<file path="config.mk">
export PLATFORM = sky130hd
export DESIGN_NAME = ext_bus_seq
export DESIGN_NICKNAME = d
export VERILOG_FILES = /design/src/rtl/ext_bus_pkg.sv /design/src/rtl/ext_bus_seq.sv
export SDC_FILE = /design/constraint.sdc
export NUM_CORES = 1
export LEC_CHECK = 0
export ABC_AREA = 1
export BUFFER_PORTS_ARGS = -buffer_cell sky130_fd_sc_hd__buf_2
export CORE_MARGIN = 10
export CORE_UTILIZATION = 45
export DETAILED_ROUTE_END_ITERATION = 8
export GPL_TIMING_DRIVEN = 1
export PLACE_DENSITY_LB_ADDON = 0.12
export SLEW_MARGIN = 20
export SYNTH_ARGS = -nofsm -noshare
export SYNTH_HDL_FRONTEND = slang
export SYNTH_SLANG_ARGS = --single-unit
</file>
<file path="constraint.sdc">
create_clock -name clk_sys_i -period 2.31 [get_ports clk_sys_i]
set_clock_uncertainty 0.1 [all_clocks]
set_input_delay 0.462 -clock clk_sys_i [delete_from_list [all_inputs] [get_ports clk_sys_i]]
set_output_delay 0.462 -clock clk_sys_i [all_outputs]
set_load 0.02 [all_outputs]
</file>
<file path="src/rtl/ext_bus_pkg.sv">
// Constants and carrier types for the external memory bus sequencer
package ext_bus_pkg;

  localparam int unsigned CLK_PERIOD_NS    = 100;
  localparam int unsigned OSC_PER_STATE    = 2;
  localparam int unsigned STATES_PER_CYCLE = 6;
  localparam int unsigned OSC_PER_CYCLE    = OSC_PER_STATE * STATES_PER_CYCLE;
  localparam int unsigned SLOT_LEN         = 6;

  localparam logic [3:0]  CNT_RESET   = 4'h0;
  localparam logic [3:0]  CNT_LAST    = 4'(OSC_PER_CYCLE - 1);
  localparam logic [3:0]  SLOT_SPLIT  = 4'(SLOT_LEN);
  localparam logic [2:0]  PH_FIRST    = 3'h0;
  localparam logic [2:0]  PH_ALE_END  = 3'h1;
  localparam logic [2:0]  PH_ADDR_END = 3'h2;
  localparam logic [2:0]  PH_STB_BEG  = 3'h3;
  localparam logic [2:0]  PH_SAMPLE   = 3'h4;
  localparam logic [2:0]  PH_LAST     = 3'h5;

  localparam logic [15:0] INT_ROM_TOP = 16'h3FFF;
  localparam logic [7:0]  BYTE_ZERO   = 8'h00;
  localparam logic [7:0]  BYTE_ONES   = 8'hFF;
  localparam logic [15:0] ADDR_RESET  = 16'h0000;

  typedef enum logic [2:0] {
    SLOT_IO,
    SLOT_INT_FETCH,
    SLOT_FETCH,
    SLOT_DATA1,
    SLOT_DATA2
  } slot_kind_t;

  typedef struct packed {
    logic        valid;
    logic        write;
    logic        wide;
    logic [15:0] addr;
    logic [7:0]  wdata;
  } data_req_t;

  typedef struct packed {
    logic       done;
    logic [7:0] rdata;
  } data_resp_t;

  typedef struct packed {
    logic       done;
    logic       ext;
    logic [7:0] code;
  } fetch_resp_t;

  typedef struct packed {
    logic [7:0] out;
    logic [7:0] oe;
  } pad8_t;

endpackage

</file>
<file path="src/rtl/ext_bus_seq.sv">
// Machine-cycle sequencer and multiplexed external memory bus
// Operation
// RL1: Machine cycle is six states of two clocks each, twelve clocks total.
// RL2: Address-latch strobe pulses every six clocks, without pause.
// RL3: External latch captures low address byte on the address-latch strobe.
// RL4: External code execution gives two program-fetch strobes per machine cycle.
// RL5: An external data access replaces two consecutive program-fetch strobes.
// RL6: Select high: fetch internally up to 3FFF, externally above.
// RL7: Select low: every fetch goes to external memory.
// RL8: Low bus carries low address first, then the data byte.
// RL9: Address or data ones on the low bus are actively driven high.
// RL10: As plain I/O, a low-bus bit with latch one is left floating.
// RL11: Idle halts fetching and data access; timing keeps running.
// RL12: Power-down freezes the sequencer; all bus activity stops.
// RL13: Sixteen-bit accesses drive the high address byte on the high bus.
// RL14: Eight-bit data accesses keep the high port latch on the high bus.
// RL15: The low bus floats during the data phase of an external read.
`timescale 1ns/100ps
module ext_bus_seq (
  input  wire logic                     clk_sys_i,
  input  wire logic                     rst_i,
  input  wire logic                     external_access_select_i,
  input  wire logic                     idle_i,
  input  wire logic                     power_down_i,
  input  wire logic [15:0]              pc_i,
  input  wire ext_bus_pkg::data_req_t   data_req_i,
  input  wire logic [7:0]               low_port_latch_i,
  input  wire logic [7:0]               high_address_port_latch_i,
  input  wire logic [7:0]               low_address_data_bus_i,
  output logic [7:0]                    low_address_data_bus_o,
  output logic [7:0]                    low_address_data_bus_oe_o,
  output logic [7:0]                    high_address_bus_o,
  output logic                          ale_o,
  output logic                          program_fetch_strobe_n_o,
  output logic                          ext_read_n_o,
  output logic                          ext_write_n_o,
  output logic [2:0]                    state_idx_o,
  output ext_bus_pkg::fetch_resp_t      fetch_resp_o,
  output ext_bus_pkg::data_resp_t       data_resp_o
);

  logic [3:0]                cnt_ff, nxt_cnt;
  ext_bus_pkg::slot_kind_t   kind_ff, nxt_kind;
  ext_bus_pkg::data_req_t    acc_ff, nxt_acc;
  logic [2:0]                ph, nph, nxt_state_idx;
  logic                      ext_code;
  ext_bus_pkg::pad8_t        nxt_pad;
  logic [7:0]                nxt_high;
  logic                      nxt_ale, nxt_fetch_stb_n, nxt_rd_n, nxt_wr_n;
  ext_bus_pkg::fetch_resp_t  nxt_fetch;
  ext_bus_pkg::data_resp_t   nxt_data;

  // Sequencer: cycle counter, slot kind and captured access
  always_comb begin
    ph = (cnt_ff >= ext_bus_pkg::SLOT_SPLIT) ? 3'(cnt_ff - ext_bus_pkg::SLOT_SPLIT)
                                             : cnt_ff[2:0];
    ext_code = !external_access_select_i || (pc_i > ext_bus_pkg::INT_ROM_TOP); // see RL6 RL7
    nxt_kind = kind_ff;
    nxt_acc  = acc_ff;
    // Oscillator stopped: nothing advances in power-down
    if (power_down_i) begin
      nxt_cnt = cnt_ff; // see RL12
    end else if (cnt_ff == ext_bus_pkg::CNT_LAST) begin
      nxt_cnt = ext_bus_pkg::CNT_RESET; // see RL1
    end else begin
      nxt_cnt = cnt_ff + 4'h1;
    end
    nph = (nxt_cnt >= ext_bus_pkg::SLOT_SPLIT) ? 3'(nxt_cnt - ext_bus_pkg::SLOT_SPLIT)
                                               : nxt_cnt[2:0];
    nxt_state_idx = 3'(nxt_cnt >> 1); // see RL1
    if (!power_down_i && nph == ext_bus_pkg::PH_FIRST) begin
      // A data access owns two slots, so two fetch strobes are skipped
      // Right after a data access a fetch slot follows (an I/O slot when idle), giving the core time to drop its request
      if (kind_ff == ext_bus_pkg::SLOT_DATA1) begin
        nxt_kind = ext_bus_pkg::SLOT_DATA2; // see RL5
      end else if (idle_i) begin
        nxt_kind = ext_bus_pkg::SLOT_IO; // see RL11
      end else if (data_req_i.valid && kind_ff != ext_bus_pkg::SLOT_DATA2) begin
        nxt_kind = ext_bus_pkg::SLOT_DATA1; // see RL5
        nxt_acc  = data_req_i;
      end else if (ext_code) begin
        nxt_kind      = ext_bus_pkg::SLOT_FETCH; // see RL4
        nxt_acc.addr  = pc_i;
        nxt_acc.wide  = 1'b1;
        nxt_acc.write = 1'b0;
      end else begin
        nxt_kind     = ext_bus_pkg::SLOT_INT_FETCH;
        nxt_acc.addr = pc_i;
      end
    end
  end

  always_ff @(posedge clk_sys_i) begin
    if (rst_i) begin
      cnt_ff  <= ext_bus_pkg::CNT_RESET;
      kind_ff <= ext_bus_pkg::SLOT_IO;
      acc_ff  <= '0;
    end else begin
      cnt_ff  <= nxt_cnt;
      kind_ff <= nxt_kind;
      acc_ff  <= nxt_acc;
    end
  end

  // Pin drive, computed for the next phase so every pin leaves a flip-flop
  always_comb begin
    nxt_ale         = !power_down_i && (nph <= ext_bus_pkg::PH_ALE_END); // see RL2
    nxt_fetch_stb_n = 1'b1;
    nxt_rd_n        = 1'b1;
    nxt_wr_n        = 1'b1;
    nxt_pad.out = ext_bus_pkg::BYTE_ZERO;
    nxt_pad.oe  = ~low_port_latch_i; // see RL10
    nxt_high    = high_address_port_latch_i;
    if (!power_down_i) begin
      case (nxt_kind)
        ext_bus_pkg::SLOT_FETCH, ext_bus_pkg::SLOT_DATA1, ext_bus_pkg::SLOT_DATA2: begin
          if (nxt_acc.wide) begin
            nxt_high = nxt_acc.addr[15:8]; // see RL13
          end else begin
            nxt_high = high_address_port_latch_i; // see RL14
          end
          // Address stays one phase past the strobe so the latch hold time is met
          if (nph <= ext_bus_pkg::PH_ADDR_END) begin
            nxt_pad.out = nxt_acc.addr[7:0]; // see RL8 RL3
            nxt_pad.oe  = ext_bus_pkg::BYTE_ONES; // see RL9
          end else if (nxt_kind == ext_bus_pkg::SLOT_DATA2 && nph <= ext_bus_pkg::PH_SAMPLE
                       && nxt_acc.write) begin
            nxt_pad.out = nxt_acc.wdata; // see RL8
            nxt_pad.oe  = ext_bus_pkg::BYTE_ONES; // see RL9
          end else begin
            nxt_pad.oe  = ext_bus_pkg::BYTE_ZERO; // see RL15
          end
          if (nph >= ext_bus_pkg::PH_STB_BEG && nph <= ext_bus_pkg::PH_SAMPLE) begin
            if (nxt_kind == ext_bus_pkg::SLOT_FETCH) begin
              nxt_fetch_stb_n = 1'b0; // see RL4
            end else if (nxt_kind == ext_bus_pkg::SLOT_DATA2) begin
              nxt_rd_n = nxt_acc.write;
              nxt_wr_n = !nxt_acc.write;
            end
          end
        end
        default: begin
        end
      endcase
    end
    nxt_fetch.done = !power_down_i && ph == ext_bus_pkg::PH_SAMPLE &&
                     (kind_ff == ext_bus_pkg::SLOT_FETCH ||
                      kind_ff == ext_bus_pkg::SLOT_INT_FETCH);
    nxt_fetch.ext  = (kind_ff == ext_bus_pkg::SLOT_FETCH);
    nxt_fetch.code = low_address_data_bus_i;
    nxt_data.done  = !power_down_i && ph == ext_bus_pkg::PH_SAMPLE &&
                     kind_ff == ext_bus_pkg::SLOT_DATA2;
    nxt_data.rdata = low_address_data_bus_i;
  end

  always_ff @(posedge clk_sys_i) begin
    if (rst_i) begin
      low_address_data_bus_o    <= ext_bus_pkg::BYTE_ZERO;
      low_address_data_bus_oe_o <= ext_bus_pkg::BYTE_ZERO;
      high_address_bus_o        <= ext_bus_pkg::BYTE_ZERO;
      ale_o                     <= 1'b0;
      program_fetch_strobe_n_o  <= 1'b1;
      ext_read_n_o              <= 1'b1;
      ext_write_n_o             <= 1'b1;
      state_idx_o               <= 3'h0;
      fetch_resp_o              <= '0;
      data_resp_o               <= '0;
    end else begin
      low_address_data_bus_o    <= nxt_pad.out;
      low_address_data_bus_oe_o <= nxt_pad.oe;
      high_address_bus_o        <= nxt_high;
      ale_o                     <= nxt_ale;
      program_fetch_strobe_n_o  <= nxt_fetch_stb_n;
      ext_read_n_o              <= nxt_rd_n;
      ext_write_n_o             <= nxt_wr_n;
      state_idx_o               <= nxt_state_idx;
      fetch_resp_o              <= nxt_fetch;
      data_resp_o               <= nxt_data;
    end
  end
endmodule // ext_bus_seq

</file>
* Word-level counts from Yosys, hierarchy flattened
Cells that the tools add are included.
Word-level totals: register bits 75, word-level logic and storage cells 85, memories kept 0, memory bits (read-only) 0, RAM bits 0, bits in latches 0, output and inout port bits 50
Operators by class: reduce and logical (&&, ||, !) cells 19, eq/ne operators 10, $add $sub $neg 3, mux-type cells 24, bitwise gates (word level) 4, shift-type cells 0, divide/modulo/power cells 0, $mul 0, $lt $le $gt $ge 7
Operators by type and width (count):
- 2-to-1 mux 26 bit | 3
- 2-to-1 mux 8 bit | 8
- 2-to-1 mux 18 bit | 1
- greater-than comparator 16 x 14 -> 1 bit, second input constant | 1
- 2-to-1 mux 16 bit | 1
- == test 3 x 2 -> 1 bit, second input constant | 4
- 2-to-1 mux 3 bit | 4
- == test 3 bit, second input constant | 3
- logical AND 1 bit | 9
- >= comparator 4 x 3 -> 1 bit, second input constant | 2
- 2-to-1 mux 2 bit | 4
- 2-to-1 mux 4 bit | 2
- inverter 8 bit | 1
- OR reduction 3 bit | 2
- OR reduction 6 bit | 1
- subtractor 3 bit, second input constant | 2
- adder 4 x 1 -> 4 bit, second input constant | 1
- == test 4 bit, second input constant | 1
- OR reduction 4 bit | 1
- == test 3 x 1 -> 1 bit, second input constant | 1
- >= comparator 3 x 2 -> 1 bit, second input constant | 1
- <= comparator 3 x 1 -> 1 bit, second input constant | 1
- <= comparator 3 x 2 -> 1 bit, second input constant | 1
- <= comparator 3 bit, second input constant | 1
- other kinds (6) | 11

* Logic depth before layout (Yosys ltp)
depth in word-level cells 15, mapped depth 18, mapped depth without buffers 18

* Least setup slack after synthesis
No wires, ideal clock.
kind register to register, start register cnt_ff[0], end register low_address_data_bus_oe_o[0], path buffers 0, clock period less this slack 2.291 ns, data arrival time 2.079 ns, required time 2.097 ns, slack 0.019 ns, cell stages (with the launch flop) 15, cell sequence dfxtp_1 -> inv_1 -> ha_1 -> o21ai_2 -> nor2_1 -> nor2_4 -> nand3_4 -> nand2_1 -> nand2_1 -> nor2_4 -> nand2_4 -> a21oi_4 -> nand2_2 -> nand2_4 -> nor2_1
Between the ends: cells in the longest elaborated chain, start to end 15, elaborated cells between the ends (all ways) 23, those cells by class 2 x add/sub; 3 x order compare; 4 x eq/ne; 9 x mux; 5 x reduce/logical
RTL lines:
- start, declared | RTL line ext_bus_seq.sv:42 | logic [3:0] cnt_ff, nxt_cnt;
- start signal, assigned | RTL line ext_bus_seq.sv:95 | cnt_ff <= ext_bus_pkg::CNT_RESET;
- start signal, assigned | RTL line ext_bus_seq.sv:99 | cnt_ff <= nxt_cnt;
- adder 4 x 1 -> 4 bit / == test 4 bit (equally long branches) | RTL line ext_bus_seq.sv:66, ext_bus_seq.sv:63
- 2-to-1 mux 4 bit | RTL line ext_bus_seq.sv:63 | end else if (cnt_ff == ext_bus_pkg::CNT_LAST) begin
- 2-to-1 mux 4 bit * | RTL line ext_bus_seq.sv:61 | if (power_down_i) begin
- >= comparator 4 x 3 -> 1 bit / subtractor 3 bit (equally long branches) | RTL line ext_bus_seq.sv:68 | nph = (nxt_cnt >= ext_bus_pkg::SLOT_SPLIT) ? 3'(nxt_cnt - ext_bus_pkg::SLOT_SPLIT)
- 2-to-1 mux 3 bit * | RTL line ext_bus_seq.sv:68
- logical NOT 3 bit | RTL line ext_bus_seq.sv:71 | if (!power_down_i && nph == ext_bus_pkg::PH_FIRST) begin
- logical AND 1 bit | RTL line ext_bus_seq.sv:71
- 2-to-1 mux 3 bit | RTL line ext_bus_seq.sv:71
- == test 3 bit | RTL line ext_bus_seq.sv:115, ext_bus_seq.sv:126
- logical AND 1 bit | RTL line ext_bus_seq.sv:126 | end else if (nxt_kind == ext_bus_pkg::SLOT_DATA2 && nph <= ext_bus_pkg::PH_SAMPLE
- logical AND 1 bit | RTL line ext_bus_seq.sv:127 | && nxt_acc.write) begin
- 2-to-1 mux 8 bit | RTL line ext_bus_seq.sv:126
- 2-to-1 mux 16 bit | RTL line ext_bus_seq.sv:123 | if (nph <= ext_bus_pkg::PH_ADDR_END) begin
- 2-to-1 mux 8 bit * | RTL line ext_bus_seq.sv:115 | case (nxt_kind)
- 2-to-1 mux 8 bit * | RTL line ext_bus_seq.sv:114 | if (!power_down_i) begin
- end signal, assigned | RTL line ext_bus_seq.sv:159 | low_address_data_bus_oe_o <= ext_bus_pkg::BYTE_ZERO;
- end signal, assigned | RTL line ext_bus_seq.sv:170 | low_address_data_bus_oe_o <= nxt_pad.oe;
- end, declared | RTL line ext_bus_seq.sv:31 | output logic [7:0] low_address_data_bus_oe_o,
Mark *: on every way between the ends. The rest lies on a longest branch, timed or not. A chain may end at the register's enable or synchronous reset.

* Final worst setup path
start register cnt_ff[1], end register low_address_data_bus_o[6]
Between the ends: cells in the longest elaborated chain, start to end 13, elaborated cells between the ends (all ways) 23, those cells by class 2 x add/sub; 3 x order compare; 4 x eq/ne; 7 x mux; 1 x bitwise; 6 x reduce/logical
RTL lines:
- adder 4 x 1 -> 4 bit / == test 4 bit (equally long branches) | RTL line ext_bus_seq.sv:66, ext_bus_seq.sv:63
- 2-to-1 mux 4 bit | RTL line ext_bus_seq.sv:63
- 2-to-1 mux 4 bit * | RTL line ext_bus_seq.sv:61
- >= comparator 4 x 3 -> 1 bit / subtractor 3 bit (equally long branches) | RTL line ext_bus_seq.sv:68
- 2-to-1 mux 3 bit * | RTL line ext_bus_seq.sv:68
- logical NOT 3 bit | RTL line ext_bus_seq.sv:71
- logical AND 1 bit | RTL line ext_bus_seq.sv:71
- 2-to-1 mux 3 bit | RTL line ext_bus_seq.sv:71
- == test 3 bit | RTL line ext_bus_seq.sv:115, ext_bus_seq.sv:126
- logical AND 1 bit | RTL line ext_bus_seq.sv:126
- logical AND 1 bit | RTL line ext_bus_seq.sv:127
- 2-to-1 mux 8 bit | RTL line ext_bus_seq.sv:126
- 2-to-1 mux 16 bit | RTL line ext_bus_seq.sv:123
- end signal, assigned | RTL line ext_bus_seq.sv:158 | low_address_data_bus_o <= ext_bus_pkg::BYTE_ZERO;
- end signal, assigned | RTL line ext_bus_seq.sv:169 | low_address_data_bus_o <= nxt_pad.out;
- end, declared | RTL line ext_bus_seq.sv:30 | output logic [7:0] low_address_data_bus_o,
Marks and branches as above.

==> impl_metrics.toml <==
[synth]
postSynthAreaPerCell_um2 = 7.29
ys_ff_latch = 72
syn_area_mm2 = 0.00341
syn_nets = 543
synth.distinct_cells = 36
ys_warn_count = 0
netlist_instances = 468
yosysSeqAreaShare_pct = 42.3

[die]
ios = 122
die_area_mm2 = 0.0115
start_util_pct = 46.8
rows = 31
die_w_um = 107
core_mm2 = 0.00729
die_h_um = 107

[worst_setup_path]
arrival_ps = 2640
cp-start-kind = "register"
path_delay_family = "simple AND/OR/NAND/NOR gates"
slowest_stage = "dfxtp_4"
cp.buffers_inverters = 1
path_class = "register to register"
ff2ff_setup_slack_ps = -140
path_max_fanout = 8
path_cells = "ha_4 -> inv_2 -> nor2_1 -> nand2_1 -> nand2_2 -> nand2_4 -> nor2_4 -> nor2_4 -> nand3_4 -> nand2_2 -> nand2_4 -> nor2_4 -> nand2_8 -> nand2_8 -> nand2_4 -> nor2_4 -> nand2_1 -> nand2_1"
cp_common_cell = "nor2_4"
slowest_delay_ps = 390
required_ps = 2500
end_kind = "register"

[place]
gp_congestion = 0.917
dp_worst_setup_slack_ps = -182
dp_hpwl_um = 7070
placed_cell_area_mm2 = 0.00423
io_buffers = 121

[job]
drv_cap = 0

[sta]
worst_pin_slew_ps = 582
timing.final.ws_setup_ps = -137
clock.fmax_ghz = 0.409
period_needed_ps = 2450
relSlewSlack_pct = 60.8
post-route-period-util_pct = 106
finalSetupViolations = 31
slew_viol_final = 0
finalSetupTns_ps = -2310
rsz0062_at_grt = "true"
hold_viol = 0

[cells_and_area]
final_layout_size_suffix_gt1_share_pct = 41.5
multi_input_area_mm2 = 0.00173
fillers = 661
post-route-util_pct = 65.4
num_antenna_cells = 0
seqCellArea_mm2 = 0.00145
final_cell_area_mm2 = 0.00477
nets = 694
final_common_cell = "buf_2"
area_growth_pct = 39.9
final_cell_mix = "121 x buf_2, 78 x nand2_1, 77 x nor2_1"

[routing]
drc = 0
antenna_left = 0
wl_per_cell_um = 13.4
vias = 3368
drtIter0Drc = 115
drt_pre_antenna_iters = 4
vias_per_cell = 4.66
drt-total-wl_um = 9710

[power_and_ir_drop]
p_leak_uw = 0.00250
power_density_mw_per_mm2 = 589
peakVddDrop_mv = 0.387
power_uw = 2810

[clock_network]
numCtsBuffers = 9
clk_pin_slew_ps = 80
cts_tree = "done"
cts_sinks = 72
cts_root_buf = "clkbuf_8"
cts_hold_buf = 0
clockBufferDepth = 2
insertion_delay_ps = 340
htreeDepth = 3

[run_status]
status = "complete, but fails checks"
violations = "negative setup slack"

[global_route]
grt_pass1_vias = 3400
grt_max_degree = 21
antenna_found_initial = 0
grt_usage_pct = 16.6
grt_overflow = 0
grt_pass1_wl_um = 15600

[worst_hold_path]
holdCritPathClass = "input pin to register"
registers in the layout (all words and copies together), names as in the netlist:
register,count
cnt_ff,4
kind_ff,3
program_fetch_strobe_n_o,1
data_resp_o,9
ext_read_n_o,1
ext_write_n_o,1
ale_o,1
fetch_resp_o,2
acc_ff,26
low_address_data_bus_o,8
low_address_data_bus_oe_o,8
high_address_bus_o,8
repair_timing:
| item | CTS | global route |
|---|---|---|
| endpoints found under the setup margin | 50 | 51 |
| hold endpoints to repair | 0 | 0 |
| setup buffers | 11 | 4 |
| resized for setup | 29 | 39 |
| pin swaps | 13 | 10 |
final timing paths:
| path | from | to | depth (start not counted) |
|---|---|---|---|
| worst max-delay path | cnt_ff[1] | low_address_data_bus_o[6] | 18 |
| worst min register to register | kind_ff[0] | fetch_resp_o[8] | 1 |
| worst max register to register | cnt_ff[1] | low_address_data_bus_o[6] | 18 |
| worst min-delay path | low_address_data_bus_i[3] | data_resp_o[3] | 3 |
where the power goes:
group / internal [uW] / switching (uW) / leakage (uW) / total, uW
sequential: 1290 / 20.6 / 0.000590 / 1310
clock: 418 / 465 / 0.0000895 / 883
combinational: 258 / 356 / 0.00182 / 614
worst register-to-register path: stages, from the launching register on:
cell	delay, ps
dfxtp_4	390
ha_4	180
inv_2	40
nor2_1	30
nand2_1	80
nand2_2	90
nand2_4	110
nor2_4	50
nor2_4	160
nand3_4	160
nand2_2	110
nand2_4	60
nor2_4	170
nand2_8	100
nand2_8	80
nand2_4	70
nor2_4	220
nand2_1	110
nand2_1	80
cell type report:
| type | count | share of cell area [%] |
|---|---|---|
| Clock buffer | 11 | 2.96 |
| Timing Repair Buffer | 166 | 20.8 |
| Sequential cell | 72 | 30.3 |
| Multi-Input combinational cell | 290 | 36.3 |
| Clock inverter | 5 | 0.656 |
| Tap cell | 99 | 2.60 |
| Inverter | 80 | 6.32 |
synth_stat cells, drive strengths merged:
library cell	count	share of area, %
o31ai	9	2.0
nor3	2	0.62
nand4	13	2.4
a21oi	21	3.6
clkbuf	6	0.66
and2	8	1.5
o21ai	15	2.6
nor4	1	0.18
nand2	100	13
mux2	6	2.0
a21boi	1	0.22
clkinv	1	0.11
and3	1	0.18
nor2	92	11
buf	20	4.1
dfxtp	72	42
inv	79	8.7
nand3	17	3.6
ha	3	1.1
nor3b	1	0.22
cell families after synthesis:
kind of cell / after synthesis / synth area share [%]
AO/OA/AOI/OAI: 46 / 8.48
multiplexers: 6 / 1.98
adder cells (fa/ha/maj): 3 / 1.10
AND/OR/NAND/NOR: 235 / 32.6
buffers and inverters: 106 / 13.5
flip-flops: 72 / 42.3
per-stage QoR:
| stage | instances | hold WS, ps |
|---|---|---|
| 6_report | 723 | 219 |
| 5_1_grt | 723 | 213 |
| 4_1_cts | 719 | 204 |
| 3_5_place_dp | 692 | 398 |
| 3_3_place_gp | 692 | 378 |
| 2_1_floorplan | 468 | 341 |
routing by layer:
metal	part of all wire [%]	wire length [um]	track usage [%]	vias to the layer above
li1	-	-	-	1727
met1	40	3920	17.8	1494
met5	0	0	0	-
met3	9.5	920	6.47	24
met4	2.4	237	7.35	0
met2	48	4630	28.4	123
Power figures use the tool's default switching activity.
